### config.mk
export PLATFORM = sky130hd
export DESIGN_NAME = twsl_core
export DESIGN_NICKNAME = d
export VERILOG_FILES = /design/src/core/twsl_pkg.sv /design/src/core/twsl_core.sv /design/src/core/twsl_sine_rom.sv
export SDC_FILE = /design/constraint.sdc
export NUM_CORES = 1
export LEC_CHECK = 0
export ABC_AREA = 1
export BUFFER_PORTS_ARGS = -buffer_cell sky130_fd_sc_hd__buf_2
export CAP_MARGIN = 20
export CELL_PAD_IN_SITES_DETAIL_PLACEMENT = 0
export CELL_PAD_IN_SITES_GLOBAL_PLACEMENT = 1
export CORE_MARGIN = 8
export CORE_UTILIZATION = 48
export DETAILED_ROUTE_END_ITERATION = 10
export GPL_TIMING_DRIVEN = 1
export PLACE_DENSITY_LB_ADDON = 0.1
export SETUP_SLACK_MARGIN = 0.4
export SYNTH_ARGS = -nofsm -noshare
export SYNTH_HDL_FRONTEND = slang
export SYNTH_SLANG_ARGS = --single-unit
### constraint.sdc
create_clock -name clk_in -period 7.25 [get_ports clk_in]
set_clock_uncertainty 0.2 [all_clocks]
set_input_delay 0.3625 -clock clk_in [delete_from_list [all_inputs] [get_ports clk_in]]
set_output_delay 0.3625 -clock clk_in [all_outputs]
set_load 0.1 [all_outputs]
### src/core/twsl_pkg.sv
package twsl_pkg;
    // frequency word and shift register width
    localparam int WORD_W = 16;
    // phase accumulator: 16-bit word added every 4 clocks, overflow at 2^21
    // per add, so f_out = f_clk * word / 2^23
    localparam int ACC_W = 21;
    // sine table address and sample width
    localparam int LUT_AW = 6;
    localparam int SAMPLE_W = 8;
    // master clock dividers
    localparam int HALF_DIV = 2;
    localparam int EIGHTH_DIV = 8;
    localparam int ADD_DIV = 4;
    localparam logic [2:0] DIV_CNT_RST = 3'h0;
    localparam logic [WORD_W-1:0] WORD_RST = 16'h0000;
    localparam logic [ACC_W-1:0] ACC_RST = 21'h000000;
    // output code of zero volts (two's complement sample)
    localparam logic [SAMPLE_W-1:0] SAMPLE_ZERO = 8'h00;

    typedef enum logic [1:0] {
        TWSL_RUN = 2'b00,
        TWSL_INH_WAIT = 2'b01,
        TWSL_INH_HOLD = 2'b10,
        TWSL_PDN = 2'b11
    } twsl_mode_t;
endpackage : twsl_pkg

### src/core/twsl_core.sv
`timescale 1ns/1ps
`default_nettype none
// Operation
// half_rate_clock_out is master clock divided by 2, always running
// eighth_rate_clock_out is master clock divided by 8
// each rising shift clock edge shifts serial data into 16-bit register
// host sends least significant bit first, most significant bit last
// falling latch strobe edge copies shift register into holding latch
// host drops latch strobe only while shift clock is low
// host keeps latch strobe low during shifting
// shift and latch act on edges only, never levels
// zero-detect is asserted whenever all shift register bits are zero
// mode high: power-down when register zero and strobe high
// mode low: power-down unconditionally
// power-down zeroes sine output; clocks, shift register, latch keep running
// analog output is zero volts during power-down
// inhibit level: inhibit when register zero and strobe high
// inhibit finishes current half cycle, then holds at zero crossing
// holding word is added to phase accumulator every 4 clocks
// tone frequency is clock times word over 2^23
// accumulator addresses sine table feeding the converter
// mode pin arrives as two decoded inputs: power-down and inhibit
// reset clears shift register, latch, accumulator and divider counters
module twsl_core #(
    parameter int WORD_W = twsl_pkg::WORD_W,
    parameter int ACC_W = twsl_pkg::ACC_W
) (
    input wire logic clk_in,
    input wire logic sys_rst_in,
    input wire logic serial_data_in,
    input wire logic shift_clock_in,
    input wire logic latch_strobe_in,
    input wire logic mode_pdn_force_in,
    input wire logic mode_inhibit_in,
    output logic half_rate_clock_out,
    output logic eighth_rate_clock_out,
    output logic [twsl_pkg::SAMPLE_W-1:0] analog_output,
    output logic zero_detect_out,
    output logic power_down_out,
    output logic inhibit_out,
    output logic [WORD_W-1:0] freq_word_out
);
    initial begin
        if (WORD_W != 16 || ACC_W != WORD_W + 5) begin
            $error("twsl_core: needs 16-bit word and 21-bit accumulator");
        end
    end

    ////////////////////////////////////////////////////////////////////////
    typedef struct packed {
        logic [2:0] div_cnt;
        logic sck_d;
        logic lat_d;
        logic [WORD_W-1:0] shreg;
        logic [WORD_W-1:0] latch;
        logic [ACC_W-1:0] acc;
        twsl_pkg::twsl_mode_t mode;
        logic half_clk;
        logic eighth_clk;
        logic zero_det;
        logic pdn;
        logic inh;
        logic [twsl_pkg::SAMPLE_W-1:0] aout;
        logic [WORD_W-1:0] word;
    } twsl_state_t;

    localparam twsl_state_t ST_RST = '{
        div_cnt: twsl_pkg::DIV_CNT_RST,
        sck_d: 1'b0,
        lat_d: 1'b0,
        shreg: twsl_pkg::WORD_RST,
        latch: twsl_pkg::WORD_RST,
        acc: twsl_pkg::ACC_RST,
        mode: twsl_pkg::TWSL_RUN,
        half_clk: 1'b0,
        eighth_clk: 1'b0,
        zero_det: 1'b1,
        pdn: 1'b0,
        inh: 1'b0,
        aout: twsl_pkg::SAMPLE_ZERO,
        word: twsl_pkg::WORD_RST
    };

    twsl_state_t st_r;
    twsl_state_t st_nxt;
    logic [twsl_pkg::SAMPLE_W-1:0] sample;

    ////////////////////////////////////////////////////////////////////////
    twsl_sine_rom u_rom (
        .clk_in(clk_in),
        .addr_in(st_r.acc[ACC_W-1 -: twsl_pkg::LUT_AW]),
        .data_out(sample)
    );

    ////////////////////////////////////////////////////////////////////////
    logic sck_rise;
    logic lat_fall;
    logic zero_now;
    logic arm;
    logic [ACC_W-1:0] acc_sum;
    always_comb begin
        st_nxt = st_r;
        // edge detection against last sample; levels never move data
        sck_rise = shift_clock_in && !st_r.sck_d;
        lat_fall = !latch_strobe_in && st_r.lat_d;
        st_nxt.sck_d = shift_clock_in;
        st_nxt.lat_d = latch_strobe_in;
        st_nxt.div_cnt = st_r.div_cnt + 3'h1;
        // dividers run in every mode
        st_nxt.half_clk = st_nxt.div_cnt[0];
        st_nxt.eighth_clk = st_nxt.div_cnt[2];
        if (sck_rise) begin
            // new bit enters at the top, so first bit ends at lsb
            st_nxt.shreg = {serial_data_in, st_r.shreg[WORD_W-1:1]};
        end
        if (lat_fall) begin
            st_nxt.latch = st_r.shreg;
        end
        zero_now = (st_nxt.shreg == '0);
        st_nxt.zero_det = zero_now;
        arm = zero_now && latch_strobe_in;
        acc_sum = st_r.acc + {5'h00, st_r.latch};
        if (st_r.div_cnt[1:0] == 2'h3) begin
            st_nxt.acc = acc_sum;
        end
        case (st_r.mode)
            twsl_pkg::TWSL_RUN: begin
                if (mode_pdn_force_in) begin
                    st_nxt.mode = twsl_pkg::TWSL_PDN;
                end else if (mode_inhibit_in && arm) begin
                    st_nxt.mode = twsl_pkg::TWSL_INH_WAIT;
                end else if (!mode_inhibit_in && arm) begin
                    st_nxt.mode = twsl_pkg::TWSL_PDN;
                end
            end
            twsl_pkg::TWSL_INH_WAIT: begin
                // wait for the half cycle to end at a zero crossing
                if (mode_pdn_force_in) begin
                    st_nxt.mode = twsl_pkg::TWSL_PDN;
                end else if (!arm) begin
                    st_nxt.mode = twsl_pkg::TWSL_RUN;
                end else if (!mode_inhibit_in) begin
                    // pin left the inhibit level while still armed
                    st_nxt.mode = twsl_pkg::TWSL_PDN;
                end else if (sample == twsl_pkg::SAMPLE_ZERO) begin
                    st_nxt.mode = twsl_pkg::TWSL_INH_HOLD;
                end
            end
            twsl_pkg::TWSL_INH_HOLD: begin
                if (mode_pdn_force_in) begin
                    st_nxt.mode = twsl_pkg::TWSL_PDN;
                end else if (!arm) begin
                    st_nxt.mode = twsl_pkg::TWSL_RUN;
                end else if (!mode_inhibit_in) begin
                    st_nxt.mode = twsl_pkg::TWSL_PDN;
                end
            end
            twsl_pkg::TWSL_PDN: begin
                if (!mode_pdn_force_in && !(arm && !mode_inhibit_in)) begin
                    st_nxt.mode = twsl_pkg::TWSL_RUN;
                end
            end
            default: st_nxt.mode = twsl_pkg::TWSL_RUN;
        endcase
        st_nxt.pdn = (st_nxt.mode == twsl_pkg::TWSL_PDN);
        st_nxt.inh = (st_nxt.mode == twsl_pkg::TWSL_INH_HOLD);
        // zero in power-down or once held at the crossing
        if (st_nxt.pdn || st_nxt.inh) begin
            st_nxt.aout = twsl_pkg::SAMPLE_ZERO;
        end else begin
            st_nxt.aout = sample;
        end
        st_nxt.word = st_nxt.latch;
    end

    always_ff @(posedge clk_in or posedge sys_rst_in) begin
        if (sys_rst_in) begin
            st_r <= ST_RST;
        end else begin
            st_r <= st_nxt;
        end
    end

    assign half_rate_clock_out = st_r.half_clk;
    assign eighth_rate_clock_out = st_r.eighth_clk;
    assign analog_output = st_r.aout;
    assign zero_detect_out = st_r.zero_det;
    assign power_down_out = st_r.pdn;
    assign inhibit_out = st_r.inh;
    assign freq_word_out = st_r.word;

    ////////////////////////////////////////////////////////////////////////
    property p_half;
        @(posedge clk_in) disable iff (sys_rst_in)
        half_rate_clock_out |=> !half_rate_clock_out ##1 half_rate_clock_out;
    endproperty
    a_half: assert property (p_half) else $error("half clock not /2");
    property p_eighth;
        @(posedge clk_in) disable iff (sys_rst_in)
        $rose(eighth_rate_clock_out) |-> eighth_rate_clock_out[*4]
            ##1 !eighth_rate_clock_out[*4] ##1 eighth_rate_clock_out;
    endproperty
    a_eighth: assert property (p_eighth) else $error("eighth clock bad");
    property p_shift;
        @(posedge clk_in) disable iff (sys_rst_in)
        sck_rise |=> st_r.shreg[WORD_W-1] == $past(serial_data_in);
    endproperty
    a_shift: assert property (p_shift) else $error("bit not shifted");
    property p_latch;
        @(posedge clk_in) disable iff (sys_rst_in)
        lat_fall |=> st_r.latch == $past(st_r.shreg) ##1
            freq_word_out == $past(st_r.shreg, 2);
    endproperty
    a_latch: assert property (p_latch) else $error("latch missed");
    property p_level;
        @(posedge clk_in) disable iff (sys_rst_in)
        (shift_clock_in && st_r.sck_d && !lat_fall) |=> $stable(st_r.shreg);
    endproperty
    a_level: assert property (p_level) else $error("level shifted");
    property p_zero;
        @(posedge clk_in) disable iff (sys_rst_in)
        zero_detect_out == (st_r.shreg == '0);
    endproperty
    a_zero: assert property (p_zero) else $error("zero detect wrong");
    property p_force;
        @(posedge clk_in) disable iff (sys_rst_in)
        mode_pdn_force_in |=> power_down_out && analog_output == 8'h00;
    endproperty
    a_force: assert property (p_force) else $error("no forced pdn");
    property p_pdn_hi;
        @(posedge clk_in) disable iff (sys_rst_in)
        (!mode_inhibit_in && arm) |=> power_down_out;
    endproperty
    a_pdn_hi: assert property (p_pdn_hi) else $error("no zero pdn");
    property p_acc;
        @(posedge clk_in) disable iff (sys_rst_in)
        st_r.div_cnt[1:0] != 2'h3 |=> $stable(st_r.acc);
    endproperty
    a_acc: assert property (p_acc) else $error("acc stepped early");
    property p_inh;
        @(posedge clk_in) disable iff (sys_rst_in)
        inhibit_out |-> analog_output == 8'h00 && !power_down_out;
    endproperty
    a_inh: assert property (p_inh) else $error("inhibit not held");
endmodule : twsl_core
`default_nettype wire

### src/core/twsl_sine_rom.sv
`timescale 1ns/1ps
`default_nettype none
module twsl_sine_rom #(
    parameter int ADDR_W = twsl_pkg::LUT_AW,
    parameter int DATA_W = twsl_pkg::SAMPLE_W
) (
    input wire logic clk_in,
    input wire logic [ADDR_W-1:0] addr_in,
    output logic [DATA_W-1:0] data_out
);
    initial begin
        if (ADDR_W != 6 || DATA_W != 8) begin
            $error("twsl_sine_rom: table is built for 64 x 8 only");
        end
    end

    // quarter-wave table, 16 entries, mirrored for the full cycle
    function automatic logic [6:0] quarter(input logic [3:0] i);
        case (i)
            4'h0: quarter = 7'h00;
            4'h1: quarter = 7'h0C;
            4'h2: quarter = 7'h19;
            4'h3: quarter = 7'h25;
            4'h4: quarter = 7'h31;
            4'h5: quarter = 7'h3C;
            4'h6: quarter = 7'h47;
            4'h7: quarter = 7'h51;
            4'h8: quarter = 7'h5A;
            4'h9: quarter = 7'h62;
            4'hA: quarter = 7'h6A;
            4'hB: quarter = 7'h70;
            4'hC: quarter = 7'h75;
            4'hD: quarter = 7'h79;
            4'hE: quarter = 7'h7C;
            4'hF: quarter = 7'h7E;
            default: quarter = 7'h00;
        endcase
    endfunction : quarter

    logic [3:0] idx;
    logic [6:0] mag;
    always_comb begin
        idx = addr_in[4] ? ~addr_in[3:0] : addr_in[3:0];
        // mirrored index 0 of the falling quarter is the peak, not zero
        mag = (addr_in[4] && addr_in[3:0] == 4'h0) ? 7'h7F : quarter(idx);
    end

    always_ff @(posedge clk_in) begin
        data_out <= addr_in[5] ? 8'(-{1'b0, mag}) : {1'b0, mag};
    end
endmodule : twsl_sine_rom
`default_nettype wire

==> impl_metrics.json <==
{
  "status": "finished clean",
  "htree_levels": 3,
  "top_layer": "met4",
  "met2_length_um": 4310,
  "cts_root_buf": "clkbuf_8",
  "cts_tree": "yes",
  "worstPathCellList": "inv_1 -> nand2_1 -> nand2_1 -> inv_1 -> ha_1 -> inv_1 -> nor2_1 -> nand3_1 -> nand3_1 -> nand2_1 -> inv_1 -> ha_1 -> nand3_1 -> nor2_1 -> nand2_1 -> nand2_1 -> nand2_1 -> nand2_1 -> inv_1",
  "drc": 0,
  "routedWlPerCell_um": 13.5,
  "p_leak_uw": 0.00261,
  "port_buffers": 35,
  "holdCritPathClass": "in2reg",
  "area_growth_pct": 6.95,
  "slew_headroom_pct": 39.9,
  "dieArea_mm2": 0.0128,
  "yosys-top-cells-area": "dfrtp_1 (39%), nand2_1 (15%), ha_1 (6.9%), inv_1 (6.0%), nand3_1 (4.0%)",
  "routed_wl_um": 9710,
  "gp_congestion": 0.841,
  "path_class": "reg2reg",
  "p_per_area_mw_per_mm2": 417,
  "synth_edf_count": 0,
  "antenna_found_initial": 0,
  "netlist_area_mm2": 0.00454,
  "slowest_delay_ns": 0.46,
  "clk_path_buf_depth": 2,
  "seq_area_mm2": 0.00194,
  "yosys_warnings": 0,
  "grt_pass1_wl_um": 17000,
  "whs_ns": 0.0147,
  "clkTransAtPathRegs_ns": 0.08,
  "r2r_slack_ns": 4.65,
  "first_pass_iters": 4,
  "cp.required_ns": 7.30,
  "synth_top_area_share_pct": 38.6,
  "worst_slew_pin_slew_ns": 0.901,
  "finalCriticalPeriod_ns": 2.60,
  "die_w_um": 113,
  "synth.ff_latch_count": 79,
  "grt_use_total_pct": 16.3,
  "cts_sinks": 79,
  "fin_total_pwr_uw": 2020,
  "first_global_vias": 3670,
  "hold_viol": 0,
  "vias_per_cell": 5.05,
  "slowest_stage": "dfrtp_1",
  "initial_core_util_pct": 49.4,
  "drive_gt1_share_pct": 13.0,
  "post-synth-top-area-cell": "dfrtp_1",
  "rsz0062_at_grt": "false",
  "wl_met3_um": 512,
  "synth_cells": 587,
  "grt_max_degree": 72,
  "num_rows": 35,
  "cp_common_cell": "nand2_1",
  "path_max_fanout": 8,
  "place_ws_ns": 4.69,
  "cts_made_buffers": 9,
  "yosysSeqAreaShare_pct": 42.7,
  "multi_input_comb_area_mm2": 0.00209,
  "gr-total-overflow": 0,
  "synth.avg_cell_area_um2": 7.73,
  "crit_arrival_ns": 2.65,
  "fin_ws_ns": 4.65,
  "setup_violations": 0,
  "hpwl_um": 7460,
  "yosys-top-cells-count": "nand2_1 (176), inv_1 (73), dfrtp_1 (70)",
  "diodes": 0,
  "ys_types": 33,
  "start_kind": "flop",
  "tns_ns": 0,
  "wl_met1_um": 4770,
  "vias": 3633,
  "final_nets": 636,
  "pin_count": 36,
  "synth_flop_cell": "dfrtp_1",
  "slew_violations": 0,
  "ant_nets": 0,
  "max_freq_mhz": 385,
  "synth.most_common_cell": "nand2_1",
  "num-fill-cells": 911,
  "async_flop_share_pct": 89.9,
  "dieHeight_um": 113,
  "cap_violations": 0,
  "period_share_pct": 35.9,
  "first_iter_violations": 168,
  "max-vdd-ir-drop_mv": 0.213,
  "end_kind": "flop",
  "worstSkewPairLatency_ns": 0.35,
  "synth_nets": 620,
  "coreArea_mm2": 0.00920
}
## cell families (layout without fill, tap and decap cells)
logic type      after synthesis  after routing  synth area share [%]
compound gates               70             70                  7.91
xor+xnor                     10             10                  1.93
fa+ha+maj                    26             26                  7.33
buf+inv                     108            129                  11.2
flops                        79             79                  42.7
mux                           9              9                  2.23
simple gates                285            285                  26.7
## metrics by stage
stage	instances	instance area (um^2)	util, %
floorplan	587	4540	-
global placement	701	4640	50.4
detailed placement	701	4640	50.4
CTS	719	4850	52.8
global route	719	4850	52.8
finish	719	4850	52.8
## per-layer routing
metal  vias to the layer above  GRT usage (%)
met5                         -              0
met4                         0           5.15
met3                         9           3.67
met2                        64           26.5
met1                      1693           21.1
li1                       1867              -
## state kept, by name (all words and copies together), names as in the netlist
register / flops
inhibit_out: 1
zero_detect_out: 1
power_down_out: 1
u_rom.data_out: 8
freq_word_out: 16
st_r: 44
analog_output: 8
## report_power, final
part	switching [uW]	total [uW]	internal [uW]
logic	764	1060	298
registers	73.2	632	559
clock network	160	328	168
total	998	2020	1020
## cell usage in the layout (no fill, tap or decap), drive strengths merged, types with 2 or more instances in the layout
cell type / count
nand4: 5
ha: 25
dlygate4sd3: 2
clkinvlp: 3
dfrtp: 70
mux2: 9
nand3: 37
a21oi: 31
nor4: 2
inv: 74
or2: 2
o21ai: 36
nor2: 44
dfxtp: 8
nor3: 5
buf: 37
xnor2: 3
nand2: 184
xor2: 7
nand3b: 6
clkbuf: 11
## worst max-delay path, delay by kind of cell, from the launching register on
| kind | cells | cell delay (ns) |
|---|---|---|
| flip-flops | 1 | 0.46 |
| buffers and inverters | 5 | 0.46 |
| AND/OR/NAND/NOR | 12 | 1.03 |
| adder cells (fa/ha/maj) | 2 | 0.36 |
## path summary, 6_finish.rpt
path	to	depth (start not counted)	from
min reg2reg	analog_output[1]$_DFF_PP0_	2	u_rom.data_out[1]$_DFF_P_
max	u_rom.data_out[6]$_DFF_P_	19	st_r[50]$_DFFE_PP0P_
max reg2reg	u_rom.data_out[6]$_DFF_P_	19	st_r[50]$_DFFE_PP0P_
max in group asynchronous	st_r[69]$_DFF_PP0_	3	sys_rst_in
min in group asynchronous	st_r[88]$_DFF_PP0_	3	sys_rst_in
min	power_down_out$_DFF_PP0_	2	mode_inhibit_in
## repair_timing
item                      4_1_cts  5_1_grt
buffers inserted                0        0
hold buffers                    2        0
gates resized for setup         0        0
hold endpoints to repair        2        0
## final cells by class
type / instances / area share [%]
well taps: 111 / 2.86
clock buffers: 11 / 2.91
flip-flops and latches: 79 / 39.9
repair buffers: 39 / 4.33
clock inverters: 5 / 1.19
multi-input cells: 400 / 43.1
inverters: 74 / 5.72
Note: power is estimated with default switching activity, not from simulation.
